$ cat config.mk
export PLATFORM = sky130hd
export DESIGN_NAME = gp_bank
export DESIGN_NICKNAME = d
export VERILOG_FILES = /design/src/gp_pkg.sv /design/src/gp_edge_if.sv /design/src/gp_pin_sampler.sv /design/src/gp_bank.sv
export VERILOG_INCLUDE_DIRS = /design/src
export SDC_FILE = /design/constraint.sdc
export NUM_CORES = 1
export LEC_CHECK = 0
export BUFFER_PORTS_ARGS = -buffer_cell sky130_fd_sc_hd__buf_2
export CAP_MARGIN = 0
export CORE_ASPECT_RATIO = 0.8
export CORE_MARGIN = 3
export CORE_UTILIZATION = 55
export DETAILED_ROUTE_END_ITERATION = 8
export PLACE_DENSITY = 0.9
export SYNTH_ARGS = -nofsm -noshare
export SYNTH_HDL_FRONTEND = slang
export SYNTH_SLANG_ARGS = --single-unit
export TNS_END_PERCENT = 5
$ cat constraint.sdc
create_clock -name clk -period 3.8 [get_ports clk]
set_input_delay 0.38 -clock clk [delete_from_list [all_inputs] [get_ports clk]]
set_output_delay 0.38 -clock clk [all_outputs]
set_load 0.01 [all_outputs]
$ cat src/gp_defines.svh
// register offsets, reset values and pin layout constants for the gpio bank
`ifndef GP_DEFINES_SVH
`define GP_DEFINES_SVH

// register byte offsets
`define GP_OFS_DIR       8'h00
`define GP_OFS_OUT       8'h04
`define GP_OFS_LEVEL     8'h08
`define GP_OFS_DRIVE     8'h0C
`define GP_OFS_PULLDIR   8'h10
`define GP_OFS_EDGE      8'h14
`define GP_OFS_IRQ_EN    8'h18
`define GP_OFS_IRQ_STAT  8'h1C
`define GP_OFS_ALT       8'h20

// pins that exist in the bank and pins that carry an alternate function
`define GP_PIN_MASK      8'hFE
`define GP_ALT_MASK      8'hD0
`define GP_TIMER_BIT     6

// reset values
`define GP_RST_DIR       8'h00
`define GP_RST_OUT       8'hFE
`define GP_RST_DRIVE     8'h00
`define GP_RST_PULLDIR   8'hFE
`define GP_RST_EDGE      8'h00
`define GP_RST_IRQ_EN    8'h00
`define GP_RST_ALT       8'h00
`define GP_RST_ZERO      8'h00
`define GP_RST_PIN_IDLE  8'hFE // pins idle high under their reset pull-ups

`endif

$ cat src/gp_pkg.sv
// types shared by the gpio bank modules
package gp_pkg;

    typedef logic [7:0] gp_byte_type;

    // which register an address selects
    typedef enum logic [3:0] {
        GP_SEL_NONE,
        GP_SEL_DIR,
        GP_SEL_OUT,
        GP_SEL_LEVEL,
        GP_SEL_DRIVE,
        GP_SEL_PULLDIR,
        GP_SEL_EDGE,
        GP_SEL_IRQ_EN,
        GP_SEL_IRQ_STAT,
        GP_SEL_ALT
    } gp_sel_type;

endpackage

$ cat src/gp_edge_if.sv
// carrier between the pin sampler and the register core
`timescale 1ns/1ns
interface gp_edge_if;
    logic [7:0] level;
    logic [7:0] rise;
    logic [7:0] fall;

    modport sampler
    (
        output level,
        output rise,
        output fall
    );

    modport core
    (
        input level,
        input rise,
        input fall
    );
endinterface

$ cat src/gp_pin_sampler.sv
// two-stage pin synchroniser with rising and falling edge detection
`timescale 1ns/1ns
`include "gp_defines.svh"
module gp_pin_sampler
    import gp_pkg::*;
(
    input wire logic clk,
    input wire logic sys_rst,
    input wire logic [7:0] pad_in,
    gp_edge_if.sampler edge_bus
);

    logic [7:0] meta_q;
    logic [7:0] meta_d;
    logic [7:0] sync_q;
    logic [7:0] sync_d;
    logic [7:0] prev_q;
    logic [7:0] prev_d;

    // next values: first stage feeds only the second
    always_comb
    begin
        meta_d = pad_in;
        sync_d = meta_q;
        prev_d = sync_q;
    end

    // synchroniser and previous-level registers; reset to the idle level, no false edge
    always_ff @(posedge clk or posedge sys_rst)
    begin
        if (sys_rst)
        begin
            meta_q <= `GP_RST_PIN_IDLE;
            sync_q <= `GP_RST_PIN_IDLE;
            prev_q <= `GP_RST_PIN_IDLE;
        end
        else
        begin
            meta_q <= meta_d;
            sync_q <= sync_d;
            prev_q <= prev_d;
        end
    end

    // edges seen on the synchronised level only
    assign edge_bus.level = sync_q & `GP_PIN_MASK;
    assign edge_bus.rise = sync_q & ~prev_q & `GP_PIN_MASK;
    assign edge_bus.fall = ~sync_q & prev_q & `GP_PIN_MASK;

endmodule

$ cat src/gp_bank.sv
// seven-pin general purpose i/o bank with edge interrupts and wake-up
`timescale 1ns/1ns
`include "gp_defines.svh"

// Summary of operation
// The bank offers seven bidirectional pins, each controlled on its own.
// A pin used as a port can float, pull weakly up or pull weakly down.
// After reset every pin is an input with its weak pull-up on.
// Each pin can raise an interrupt on a chosen rising or falling edge.
// In stop mode any enabled pin interrupt wakes the device.
// A direction register makes each pin an input or an output.
// An output pin drives the level held in its output latch bit.
// Reading the output latch returns the latch whatever the direction.
// The sampled level register is read-only and shows each pin level.
// A drive strength bit picks the low or high drive for an output pin.
// On an input pin the output latch bit turns the weak pull on or off.
// A pull direction bit makes the enabled weak pull go up or down.
// Three pins also carry an alternate function beside the port function.
// The timer pin can follow the timer channel zero logic, not the latch.
// Pin levels pass two synchronising flops before any logic uses them.
// Each pin has a sticky flag set on its edge, and requests only if enabled.
module gp_bank
    import gp_pkg::*;
#(
    parameter int ADDR_W = 8
)
(
    input wire logic clk,
    input wire logic sys_rst,
    input wire logic [ADDR_W-1:0] reg_addr,
    input wire logic [7:0] reg_wdata,
    input wire logic reg_wr,
    input wire logic reg_rd,
    output logic [7:0] reg_rdata,
    input wire logic [7:0] pad_in,
    output logic [7:0] pad_out,
    output logic [7:0] pad_oe,
    output logic [7:0] pad_pull_en,
    output logic [7:0] pad_pull_up,
    output logic [7:0] pad_drive_hi,
    input wire logic [7:0] alt_out,
    input wire logic [7:0] alt_oe,
    output logic [7:0] alt_in,
    input wire logic stop_mode,
    output logic irq,
    output logic wake_req
);

    // the decoder compares against 8-bit offsets
    if (ADDR_W < 8)
    begin : g_bad_addr
        $error("gp_bank: ADDR_W must be at least 8");
    end

    // pin and shared-pin layout of the byte
    localparam gp_byte_type PIN_MASK = `GP_PIN_MASK;
    localparam gp_byte_type ALT_MASK = `GP_ALT_MASK;

    // number of set bits in a mask
    function automatic int count_pins(input gp_byte_type m);
        int n;
        n = 0;
        for (int i = 0; i < 8; i++)
        begin
            n = n + int'(m[i]);
        end
        return n;
    endfunction

    // the layout must give seven pins and three shared ones,
    // the timer's pin among the shared
    if (count_pins(PIN_MASK) != 7)
    begin : g_bad_pins
        $error("gp_bank: the bank must have seven pins");
    end
    if ((ALT_MASK & ~PIN_MASK) != 8'h00)
    begin : g_bad_alt
        $error("gp_bank: shared pins must be bank pins");
    end
    if (count_pins(ALT_MASK) != 3)
    begin : g_bad_alt_count
        $error("gp_bank: three pins carry an alternate function");
    end
    if (ALT_MASK[`GP_TIMER_BIT] != 1'b1)
    begin : g_bad_timer
        $error("gp_bank: timer pin must be a shared pin");
    end

    gp_edge_if edge_bus();

    // pin sampling and edge detection
    gp_pin_sampler u_sampler
    (
        .clk(clk),
        .sys_rst(sys_rst),
        .pad_in(pad_in),
        .edge_bus(edge_bus.sampler)
    );

    // map an address onto a register selector
    function automatic gp_sel_type decode(input logic [ADDR_W-1:0] addr);
        gp_sel_type sel;
        sel = GP_SEL_NONE;
        if ((addr >> 8) == '0)
        begin
            unique case (addr[7:0])
                `GP_OFS_DIR: sel = GP_SEL_DIR;
                `GP_OFS_OUT: sel = GP_SEL_OUT;
                `GP_OFS_LEVEL: sel = GP_SEL_LEVEL;
                `GP_OFS_DRIVE: sel = GP_SEL_DRIVE;
                `GP_OFS_PULLDIR: sel = GP_SEL_PULLDIR;
                `GP_OFS_EDGE: sel = GP_SEL_EDGE;
                `GP_OFS_IRQ_EN: sel = GP_SEL_IRQ_EN;
                `GP_OFS_IRQ_STAT: sel = GP_SEL_IRQ_STAT;
                `GP_OFS_ALT: sel = GP_SEL_ALT;
                default: sel = GP_SEL_NONE;
            endcase
        end
        return sel;
    endfunction

    gp_byte_type dir_ctrl_reg_q;
    gp_byte_type dir_ctrl_reg_d;
    gp_byte_type out_latch_reg_q;
    gp_byte_type out_latch_reg_d;
    gp_byte_type drive_strength_sel_q;
    gp_byte_type drive_strength_sel_d;
    gp_byte_type pull_direction_sel_q;
    gp_byte_type pull_direction_sel_d;
    gp_byte_type edge_sel_q;
    gp_byte_type edge_sel_d;
    gp_byte_type irq_en_q;
    gp_byte_type irq_en_d;
    gp_byte_type irq_stat_q;
    gp_byte_type irq_stat_d;
    gp_byte_type alt_function_q;
    gp_byte_type alt_function_d;
    gp_byte_type rdata_q;
    gp_byte_type rdata_d;
    gp_byte_type edge_hit;
    gp_sel_type wr_sel;
    gp_sel_type rd_sel;
    logic stat_rd;
    gp_byte_type irq_pending;

    // one selector per strobe; no strobe selects nothing
    assign wr_sel = reg_wr ? decode(reg_addr) : GP_SEL_NONE;
    assign rd_sel = reg_rd ? decode(reg_addr) : GP_SEL_NONE;

    // a read of the flag register clears what it returns
    assign stat_rd = (rd_sel == GP_SEL_IRQ_STAT);

    // configuration register writes; absent pins hold zero
    always_comb
    begin
        dir_ctrl_reg_d = dir_ctrl_reg_q;
        out_latch_reg_d = out_latch_reg_q;
        drive_strength_sel_d = drive_strength_sel_q;
        pull_direction_sel_d = pull_direction_sel_q;
        edge_sel_d = edge_sel_q;
        irq_en_d = irq_en_q;
        alt_function_d = alt_function_q;
        unique case (wr_sel)
            GP_SEL_DIR: dir_ctrl_reg_d = reg_wdata & `GP_PIN_MASK;
            GP_SEL_OUT: out_latch_reg_d = reg_wdata & `GP_PIN_MASK;
            GP_SEL_DRIVE: drive_strength_sel_d = reg_wdata & `GP_PIN_MASK;
            GP_SEL_PULLDIR: pull_direction_sel_d = reg_wdata & `GP_PIN_MASK;
            GP_SEL_EDGE: edge_sel_d = reg_wdata & `GP_PIN_MASK;
            GP_SEL_IRQ_EN: irq_en_d = reg_wdata & `GP_PIN_MASK;
            GP_SEL_ALT: alt_function_d = reg_wdata & `GP_ALT_MASK;
            default: dir_ctrl_reg_d = dir_ctrl_reg_q;
        endcase
    end

    // configuration registers; reset leaves inputs with pull-ups on
    always_ff @(posedge clk or posedge sys_rst)
    begin
        if (sys_rst)
        begin
            dir_ctrl_reg_q <= `GP_RST_DIR;
            out_latch_reg_q <= `GP_RST_OUT;
            drive_strength_sel_q <= `GP_RST_DRIVE;
            pull_direction_sel_q <= `GP_RST_PULLDIR;
            edge_sel_q <= `GP_RST_EDGE;
            irq_en_q <= `GP_RST_IRQ_EN;
            alt_function_q <= `GP_RST_ALT;
        end
        else
        begin
            dir_ctrl_reg_q <= dir_ctrl_reg_d;
            out_latch_reg_q <= out_latch_reg_d;
            drive_strength_sel_q <= drive_strength_sel_d;
            pull_direction_sel_q <= pull_direction_sel_d;
            edge_sel_q <= edge_sel_d;
            irq_en_q <= irq_en_d;
            alt_function_q <= alt_function_d;
        end
    end

    // rise where the select bit is 1, fall where it is 0
    function automatic gp_byte_type pick_edges(input gp_byte_type up, input gp_byte_type down,
        input gp_byte_type sel);
        return (up & sel) | (down & ~sel);
    endfunction

    // selected edge per pin: 1 rising, 0 falling
    assign edge_hit = pick_edges(edge_bus.rise, edge_bus.fall, edge_sel_q) & PIN_MASK;

    // sticky flags; a read clears what it returned, a new edge wins
    always_comb
    begin
        irq_stat_d = irq_stat_q;
        if (stat_rd)
        begin
            irq_stat_d = '0;
        end
        irq_stat_d = irq_stat_d | edge_hit;
    end

    // interrupt flag register
    always_ff @(posedge clk or posedge sys_rst)
    begin
        if (sys_rst)
        begin
            irq_stat_q <= `GP_RST_ZERO;
        end
        else
        begin
            irq_stat_q <= irq_stat_d;
        end
    end

    // read data mux; unmapped addresses read zero
    always_comb
    begin
        unique case (rd_sel)
            GP_SEL_DIR: rdata_d = dir_ctrl_reg_q;
            GP_SEL_OUT: rdata_d = out_latch_reg_q;
            GP_SEL_LEVEL: rdata_d = edge_bus.level;
            GP_SEL_DRIVE: rdata_d = drive_strength_sel_q;
            GP_SEL_PULLDIR: rdata_d = pull_direction_sel_q;
            GP_SEL_EDGE: rdata_d = edge_sel_q;
            GP_SEL_IRQ_EN: rdata_d = irq_en_q;
            GP_SEL_IRQ_STAT: rdata_d = irq_stat_q;
            GP_SEL_ALT: rdata_d = alt_function_q;
            default: rdata_d = `GP_RST_ZERO;
        endcase
    end

    // read data stands for the one cycle after the strobe
    always_ff @(posedge clk or posedge sys_rst)
    begin
        if (sys_rst)
        begin
            rdata_q <= `GP_RST_ZERO;
        end
        else
        begin
            rdata_q <= rdata_d;
        end
    end

    assign reg_rdata = rdata_q;

    // pad control; alternate function takes over the driver when selected
    always_comb
    begin
        for (int i = 0; i < 8; i++)
        begin
            // shared pin hands its driver to its alternate function when selected
            if (alt_function_q[i])
            begin
                pad_out[i] = alt_out[i];
                pad_oe[i] = alt_oe[i];
            end
            else
            begin
                pad_out[i] = out_latch_reg_q[i];
                pad_oe[i] = dir_ctrl_reg_q[i];
            end
        end
        // absent pin is never driven
        pad_oe = pad_oe & `GP_PIN_MASK;
        pad_out = pad_out & `GP_PIN_MASK;
        // latch bit gates the weak pull on an undriven pin
        pad_pull_en = ~pad_oe & out_latch_reg_q & `GP_PIN_MASK;
        pad_pull_up = pull_direction_sel_q;
        pad_drive_hi = drive_strength_sel_q;
    end

    // sampled level handed to the alternate functions on shared pins
    assign alt_in = edge_bus.level & `GP_ALT_MASK;

    // flags that software lets through; absent pin never counts
    assign irq_pending = irq_stat_q & irq_en_q & PIN_MASK;

    // level interrupt while any let-through flag stands
    assign irq = |irq_pending;
    // stop mode only gates the wake line
    assign wake_req = stop_mode & irq;

endmodule

== After elaboration in Yosys (flattened, before gate mapping) ==
Cells that the tools add are included.
Storage, ports and cells
  register bits after elaboration: 85
  output and inout bits: 58
  logic and storage cells: 62
Operators by class
  equality and inequality tests: 24
  bitwise operators: 13
  reduce and logical (&&, ||, !) cells: 2
  muxes and demuxes: 11
Operator list (number)
  $pmux W8 S9: 1
  $and A8 B8 Y8: 6
  $pmux W4 S9: 1
  $eq A4 B3 Y1 const B: 8
  $eq A8 B5 Y1 const B: 4
  $not A8 Y8: 4
  $eq A8 B4 Y1 const B: 2
  $or A8 B8 Y8: 2
  $eq A4 B2 Y1 const B: 3
  $eq A4 B4 Y1 const B: 3
  $eq A4 B1 Y1 const B: 2
  $eq A8 B3 Y1 const B: 1
  $eq A8 B6 Y1 const B: 1
  $logic_not A8 Y1: 1
  $mux W4: 2
  $mux W8: 1
  $reduce_or A7 Y1: 1
  $mux W1: 6
  $and A1 B1 Y1: 1

== Logic depth before layout (Yosys ltp) ==
Gate-level depths: netlist (run 1).
  depth after elaboration: 6
  gate-level depth with buffers: 7
  gate-level depth less buffers: 5

== Cells and area by module ==
Synthesis (run 1) repeated with hierarchy kept, for this count alone.
Unflattened totals
  cell total of the unflattened synthesis: 304
  area total of the unflattened synthesis: 3912.5 um2
By module, submodules not included
  gp_bank: seq. area each 1519.0 um2, area an instance 3208.1 um2, times used 1, cells an instance 264
  gp_pin_sampler: seq. area each 551.8 um2, area an instance 704.4 um2, times used 1, cells an instance 40

== Worst setup path after synthesis (run 1) ==
OpenSTA, ideal clock, no wires.
  kind: input port to flip-flop
  start: input reg_addr[7]
  end: register rdata_q[4] (netlist: reg_rdata[4])
  slack: 1691 ps
  data arrival time: 1970 ps
  stages on the path: 5
  path buffers: 0
  cell sequence: or4_4 > nor3_4 > mux2i_1 > nor2_1 > or4_1
Between the ends
  cells in the longest elaborated chain, start to end: 5
  elaborated cells on any way between the ends: 21
  those cells by class: eq/ne: 17; mux: 3; reduce/logical: 1
RTL lines
  start, declared: RTL line gp_bank.sv:30  | input wire logic [ADDR_W-1:0] reg_addr,
  $eq A8 B6 Y1 (tied with other cells): RTL line gp_bank.sv:106  | unique case (addr[7:0])
  $pmux W4 S9 *: RTL line gp_bank.sv:106
  $mux W4 *: RTL line gp_bank.sv:148  | assign rd_sel = reg_rd ? decode(reg_addr) : GP_SEL_NONE;
  $eq A4 B4 Y1 (tied with other cells): RTL line gp_bank.sv:236  | unique case (rd_sel)
  $pmux W8 S9 *: RTL line gp_bank.sv:236
  via rdata_d[4]: RTL line gp_bank.sv:139  | gp_byte_type rdata_d;
  end signal, assigned: RTL line gp_bank.sv:255  | rdata_q <= `GP_RST_ZERO;
  end signal, assigned: RTL line gp_bank.sv:259  | rdata_q <= rdata_d;
  end, declared: RTL line gp_bank.sv:138  | gp_byte_type rdata_q;
The timed path passes the listed nets; every way through them passes the cells marked *.
A chain may end at the register's enable or synchronous reset.

== Worst setup path in the final report (run 1) ==
Ends and elaborated chain as after synthesis.

==> results.txt, run 1 <==
Stages on worst setup path: 6
Syn-to-layout area delta: 15.88%
final hold slack: 110.2 ps
Setup-failing EPs final: 0
Avg Vias per Cell: 6.015
syn avg cell area: 11.93 um2
highest clock rate: 0.4779 GHz
# IOs: 103
kind of critical path: input port to flop
Storage cell area: 2046 um2
Post-synth EDFFs: 0
gr ovfl total: 0
synthesized area: 3735 um2
final setup TNS: 0 ps
Die W: 98.13 um
Clock Pin Slew Worst Setup and Hold Paths: 80 ps
Hold Path Stages: 1
hold_sp: pad_in[2]
GRT Resource Usage Total: 25.11%
number of global-route vias before repair: 2796
Num Clock Sinks: 80
drc violations: 0
nets: 428
wire per inst: 19.72 um
initial antenna violation count: 0
CP max-delay cell: or4_4
Crit path largest cell delay: 590 ps
dpl hpwl: 6541 um
startpoint types: input port
Synth warnings: 0
power density cells: 430.6 nW/um2
CORE AREA: 6474 um2
synth unique cells: 45
fraction of registers with async set/reset: 100.0%
die height: 79.71 um
Rel. slew slack: 50.57%
Post-CTS Resized: 0
clock tree buffer depth: 2
PortBufs: 79
Final Max Tran Viols: 0
layout cells sized above 1: 48.45%
Bufs and invs on worst path: 1
Filler cells: 517
residual antenna-violating net count after detailed routing: 0
RSZ-0062 raised after global routing: no
Clk Latency, worst-skew pair: 360 ps
first-pass GRT wire length: 14930 um
WP data arrival: 2320 ps
gpl congestion: 0.9416
Final Hold Fails: 0
Largest delay share family, worst path: simple AND/OR/NAND/NOR gates
CTS tree: built
area of the die: 7821 um2
GR Util met2: 38.52%
MaxCap Viol Count: 0
post-synthesis cell count: 313
critical-path cell list: buf_2 -> or4_4 -> nor3_4 -> mux2i_1 -> nor2_1 -> or4_1
initial drt markers: 357
# rows: 26
Worst Setup End Kind: flop
via count: 2839
busiest grt layer: met2
First-pass DRT Iterations: 5
Initial Util: 57.69%
Num CTS Buffers: 9
ant diodes: 0
H-tree levels: 3
Worst Path Max Fanout: 5
top_reg_cell synth: dfrtp_1
Hold Path Class: input port to flop
multi-input gate area in the final layout: 1485 um2
met3 Usage GRT: 9.432%
Post-CTS Setup Inserts: 0
status: complete, no violations
Final Routed Wirelength: 9309 um
Yosys reg bits: 80
worst-margin pin slew: 741.4 ps
Seq/Total Area, Yosys: 54.77%
root buffer cell: clkbuf_8
Worst R2R Path Depth: 4
met1 Use GR: 32.55%
fin crit period: 2092 ps
reg2reg start: edge_sel_q[7]
Req. time, crit path: 4030 ps
Leak Pwr: 0.002054 uW
Clock Skew: 6.713 ps
Crit. Startpoint: reg_addr[7]
Max VDD drop: 0.3206 mV
largest net degree at the start of global routing: 62
Tcrit/Tclk final: 55.06%
==> cell type report <==
cell class | instances | share of cell area, %
clock inverters | 6 | 2.660
inverters | 5 | 0.4337
well taps | 84 | 2.428
flip-flops and latches | 80 | 47.27
multi-input cells | 205 | 34.32
clock buffers | 10 | 3.180
repair buffers | 82 | 9.714
==> metal layers <==
metal  routed length [um]  share of wire, %
met1                 3662                39
met2                 4336                47
met3                 1086                12
met4                  224               2.4
met5                    0                 0
==> power by group <==
part	internal [uW]	switching, uW	leakage (uW)	total [uW]
Clock	457	313	0.000123	770
Combinational	66.5	95.1	0.000979	162
Sequential	901	30.5	0.000952	932
Total	1430	438	0.00205	1860
==> registers in the layout, summed over array words and instances, names as in the netlist <==
signal            cells
edge_sel_q            7
irq_en_q              7
u_sampler.prev_q      7
pad_pull_up           7
pad_drive_hi          7
irq_stat_q            7
u_sampler.meta_q      7
out_latch_reg_q       7
u_sampler.prev_d      7
alt_function_q        3
dir_ctrl_reg_q        7
reg_rdata             7
==> cell families after synthesis <==
logic type	count (synthesis)	synth area share, %
AO/OA/AOI/OAI	53	10.79
XOR/XNOR	1	0.2345
multiplexers	54	16.15
buffers and inverters	38	6.466
other	1	0.1004
AND/OR/NAND/NOR	86	11.49
flip-flops	80	54.77
==> worst paths after layout <==
path,to,slack (ps)
max in group asynchronous,dir_ctrl_reg_q[6],2180
min in group asynchronous,dir_ctrl_reg_q[2],540
min reg2reg,u_sampler.prev_d[6],360
min,u_sampler.meta_q[2],110
max reg2reg,reg_rdata[7],2370
max,reg_rdata[4],1710
==> synthesized netlist by cell type (all sizes together), types with 2 or more instances <==
library cell / number / area share, %
nor2b: 8 / 1.3
and4: 2 / 0.47
mux2i: 4 / 1.1
inv: 5 / 0.50
o211ai: 2 / 0.40
a22o: 6 / 1.4
clkbuf: 3 / 0.33
dfrtp: 45 / 30
a221o: 7 / 1.9
dfstp: 35 / 25
and2: 2 / 0.33
o21ai: 9 / 1.2
and3: 3 / 0.50
a32oi: 3 / 0.70
a222oi: 2 / 0.54
a22oi: 9 / 1.8
nand2: 27 / 2.7
nor3: 3 / 0.70
nand3: 11 / 1.6
a21oi: 6 / 0.80
mux2: 50 / 15
nor2: 23 / 2.3
buf: 30 / 5.6
or4: 2 / 0.50
==> layout by cell type, fill, tap and decap left out, types with 2 or more instances in the layout <==
cell type and n:
a21oi_1 6, a221o_1 7, a222oi_1 2, a22o_1 6, a22oi_1 9, a32oi_1 3
and2_1 2, and3_1 3, and4_1 2, buf_2 79, buf_4 2, bufinv_16 3
clkbuf_8 10, conb_1 11, dfrtp_1 45, dfstp_2 35, inv_1 4, mux2_2 50
mux2i_1 4, nand2_1 27, nand3_1 10, nor2_1 23, nor2b_1 8, nor3_1 2
o211ai_1 2, o21ai_0 9
==> stage by stage <==
step / util (%) / cell area [um2] / instances / setup WS (ps) / total power, uW
floorplan: - / 3772 / 323 / 1426 / 1047
global placement: 62.79 / 4065 / 455 / 1412 / 1098
detailed placement: 62.79 / 4065 / 455 / 1374 / 1107
CTS: 66.85 / 4328 / 472 / 1755 / 1876
global route: 66.85 / 4328 / 472 / 1653 / 1940
finish: 66.85 / 4328 / 472 / 1708 / 1863
==> what timing repair did <==
item | CTS | global route
setup endpoints to repair | 0 | 0
hold buffers | 1 | 0
endpoints found under the hold margin | 6 | 0
Power figures use the tool's default switching activity.
==> run 2: changes to the inputs <==
CORE_UTILIZATION = 52   (was 55)
PLACE_DENSITY = 0.86   (was 0.9)
clock period = 2.2 ns   (was 3.8 ns; I/O delays follow)
==> run 2 against run 1 <==
Compared with the run above:
- critical path depth down 2
- worst setup slack lost 1400 ps
- sequential cell count unchanged
- register-to-register slack worse by 1600 ps
- power up 66%
- combinational power grew 81%
- die area grew 5.4%
- utilization is 0.24 points higher
- critical endpoint is now wake_req
- via count up 1.7%
- clock skew about the same
- count of clock-buffer cells in the layout stayed put
==> results.txt, run 2 (synthesis gave the netlist of run 1 again) <==
status: complete, no violations
dpl cell area: 4164 um2
fin crit period: 1902 ps
Setup-failing EPs final: 0
Num CTS Buffers: 9
RSZ-0062 raised after global routing: no
Setup WS post-layout: 297.5 ps
layout cells sized above 1: 49.01%
Worst Hold Path EP: out_latch_reg_q[2]
residual antenna-violating net count after detailed routing: 0
Switching Power: 739.6 uW
GRT Resource Usage Total: 24.36%
Net Sw Frac: 23.88%
hold_sp: reg_wdata[2]
Worst Path Max Fanout: 3
Num Clock Sinks: 80
number of global-route vias before repair: 2747
final core utilization: 67.09%
power density cells: 692.2 nW/um2
R2R Setup Slk: 770 ps
Largest delay share family, worst path: flip-flops
# rows: 26
PortBufs: 79
Crit path largest cell delay: 430 ps
most common cell after layout, fill and taps aside: buf_2
Syn-to-layout area delta: 19.80%
die height: 81.80 um
nets: 446
MaxCap Viol Count: 0
critical-path cell list: a222oi_1 -> nand3_1 -> and2_1 -> buf_2
Clock power frac: 38.6%
reg2reg start: irq_en_q[6]
Final Instance Area: 4474 um2
area of the die: 8241 um2
ant diodes: 0
Tcrit/Tclk final: 86.48%
Initial Util: 56.00%
Filler cells: 525
final setup TNS: 0 ps
via count: 2887
gr ovfl total: 0
Comb power frac: 9.5%
CTS tree: built
multi-input gate area in the final layout: 1485 um2
Reg power frac: 51.9%
Final Hold Fails: 0
initial drt markers: 340
Final Max Tran Viols: 0
Avg Vias per Cell: 5.892
Rel. slew slack: 59.54%
kind of critical path: flop to output port
most frequent cells in the layout: 79 x buf_2, 50 x mux2_2, 45 x dfrtp_1
Die W: 100.8 um
worst-margin pin slew: 605.6 ps
Worst R2R Path Depth: 3
Hold Path Stages: 2
Final Routed Wirelength: 9371 um
Post-CTS Setup Inserts: 0
Max VDD drop: 0.5627 mV
First-pass DRT Iterations: 7
Int Power: 2358 uW
Clock Skew: 6.429 ps
largest net degree at the start of global routing: 81
Leak Pwr: 0.002121 uW
Worst Setup End Kind: output port
H-tree levels: 3
root buffer cell: clkbuf_8
drc violations: 0
Storage cell area: 2046 um2
startpoint types: flop
# IOs: 103
highest clock rate: 0.5256 GHz
CORE AREA: 6669 um2
capture point of the worst reg-to-reg path: reg_rdata[6]
WP data arrival: 1680 ps
initial antenna violation count: 0
first-pass GRT wire length: 14860 um
Clk Latency, worst-skew pair: 350 ps
wire per inst: 19.12 um
Req. time, crit path: 1980 ps
CP max-delay cell: dfrtp_1
Clock Pin Slew Worst Setup and Hold Paths: 80 ps
Hold Path Class: input port to flop
dpl hpwl: 6703 um
gpl congestion: 0.9539
Bufs and invs on worst path: 1
clock tree buffer depth: 2
pre-CTS setup slack: 87.23 ps
## run 2: cell count changes in the layout (fill, tap and decap cells not counted), sizes merged
cell	delta
buf	+11
dlygate4sd3	+7
clkinvlp	+2
inv	-2
bufinv	-1
clkinv	+1
## run 2: cell type report
type	count	area share (%)
Sequential cell	80	45.72
Multi-Input combinational cell	205	33.19
Timing Repair Buffer	100	13.09
Clock buffer	10	3.076
Tap cell	84	2.349
Clock inverter	6	2.069
Inverter	5	0.5034
## run 2: how the worst max path moves through the flow
stage	end	startpoint	slack, ps	cells past startpoint
floorplan	reg_rdata[4]	reg_addr[7]	250	5
global placement	reg_rdata[4]	reg_addr[7]	120	6
detailed placement	reg_rdata[4]	reg_addr[7]	90	6
CTS	wake_req	irq_stat_q[4]	290	4
global route	wake_req	irq_stat_q[4]	200	4
finish	wake_req	irq_stat_q[4]	300	4
## run 2: timing repair
item,4_1_cts,5_1_grt
gates resized for setup,0,0
hold buffers,8,0
hold endpoints to repair,51,0
## run 2: worst reg2reg max path: stages, from the launching register on
cell and delay, ps:
dfrtp_1 390, mux2_2 270, a222oi_1 440, o211ai_1 180
## run 2: power groups by stage
stage | logic [uW] | clock network [uW] | registers, uW
final | 293 | 1200 | 1610
after global routing | 323 | 1300 | 1620
after CTS | 294 | 1220 | 1610
after detailed placement | 281 | 0 | 1630
after global placement | 274 | 0 | 1630
after floorplan | 185 | 0 | 1620
## run 2: stage by stage
stage          total power (uW)  hold slack, ps  std cells
2_1_floorplan              1809           224.5        323
3_3_place_gp               1903           324.4        466
3_5_place_dp               1915           326.2        466
4_1_cts                    3123           164.4        490
5_1_grt                    3244           161.0        490
6_report                   3097           175.8        490
## run 2: per-layer routing
metal,global-route usage [%],vias to the layer above,wire length (um)
met5,0,-,0
met2,38.70,148,4438
met1,33.35,1440,4084
met3,6.367,15,683
li1,-,1284,-
met4,6.729,0,164
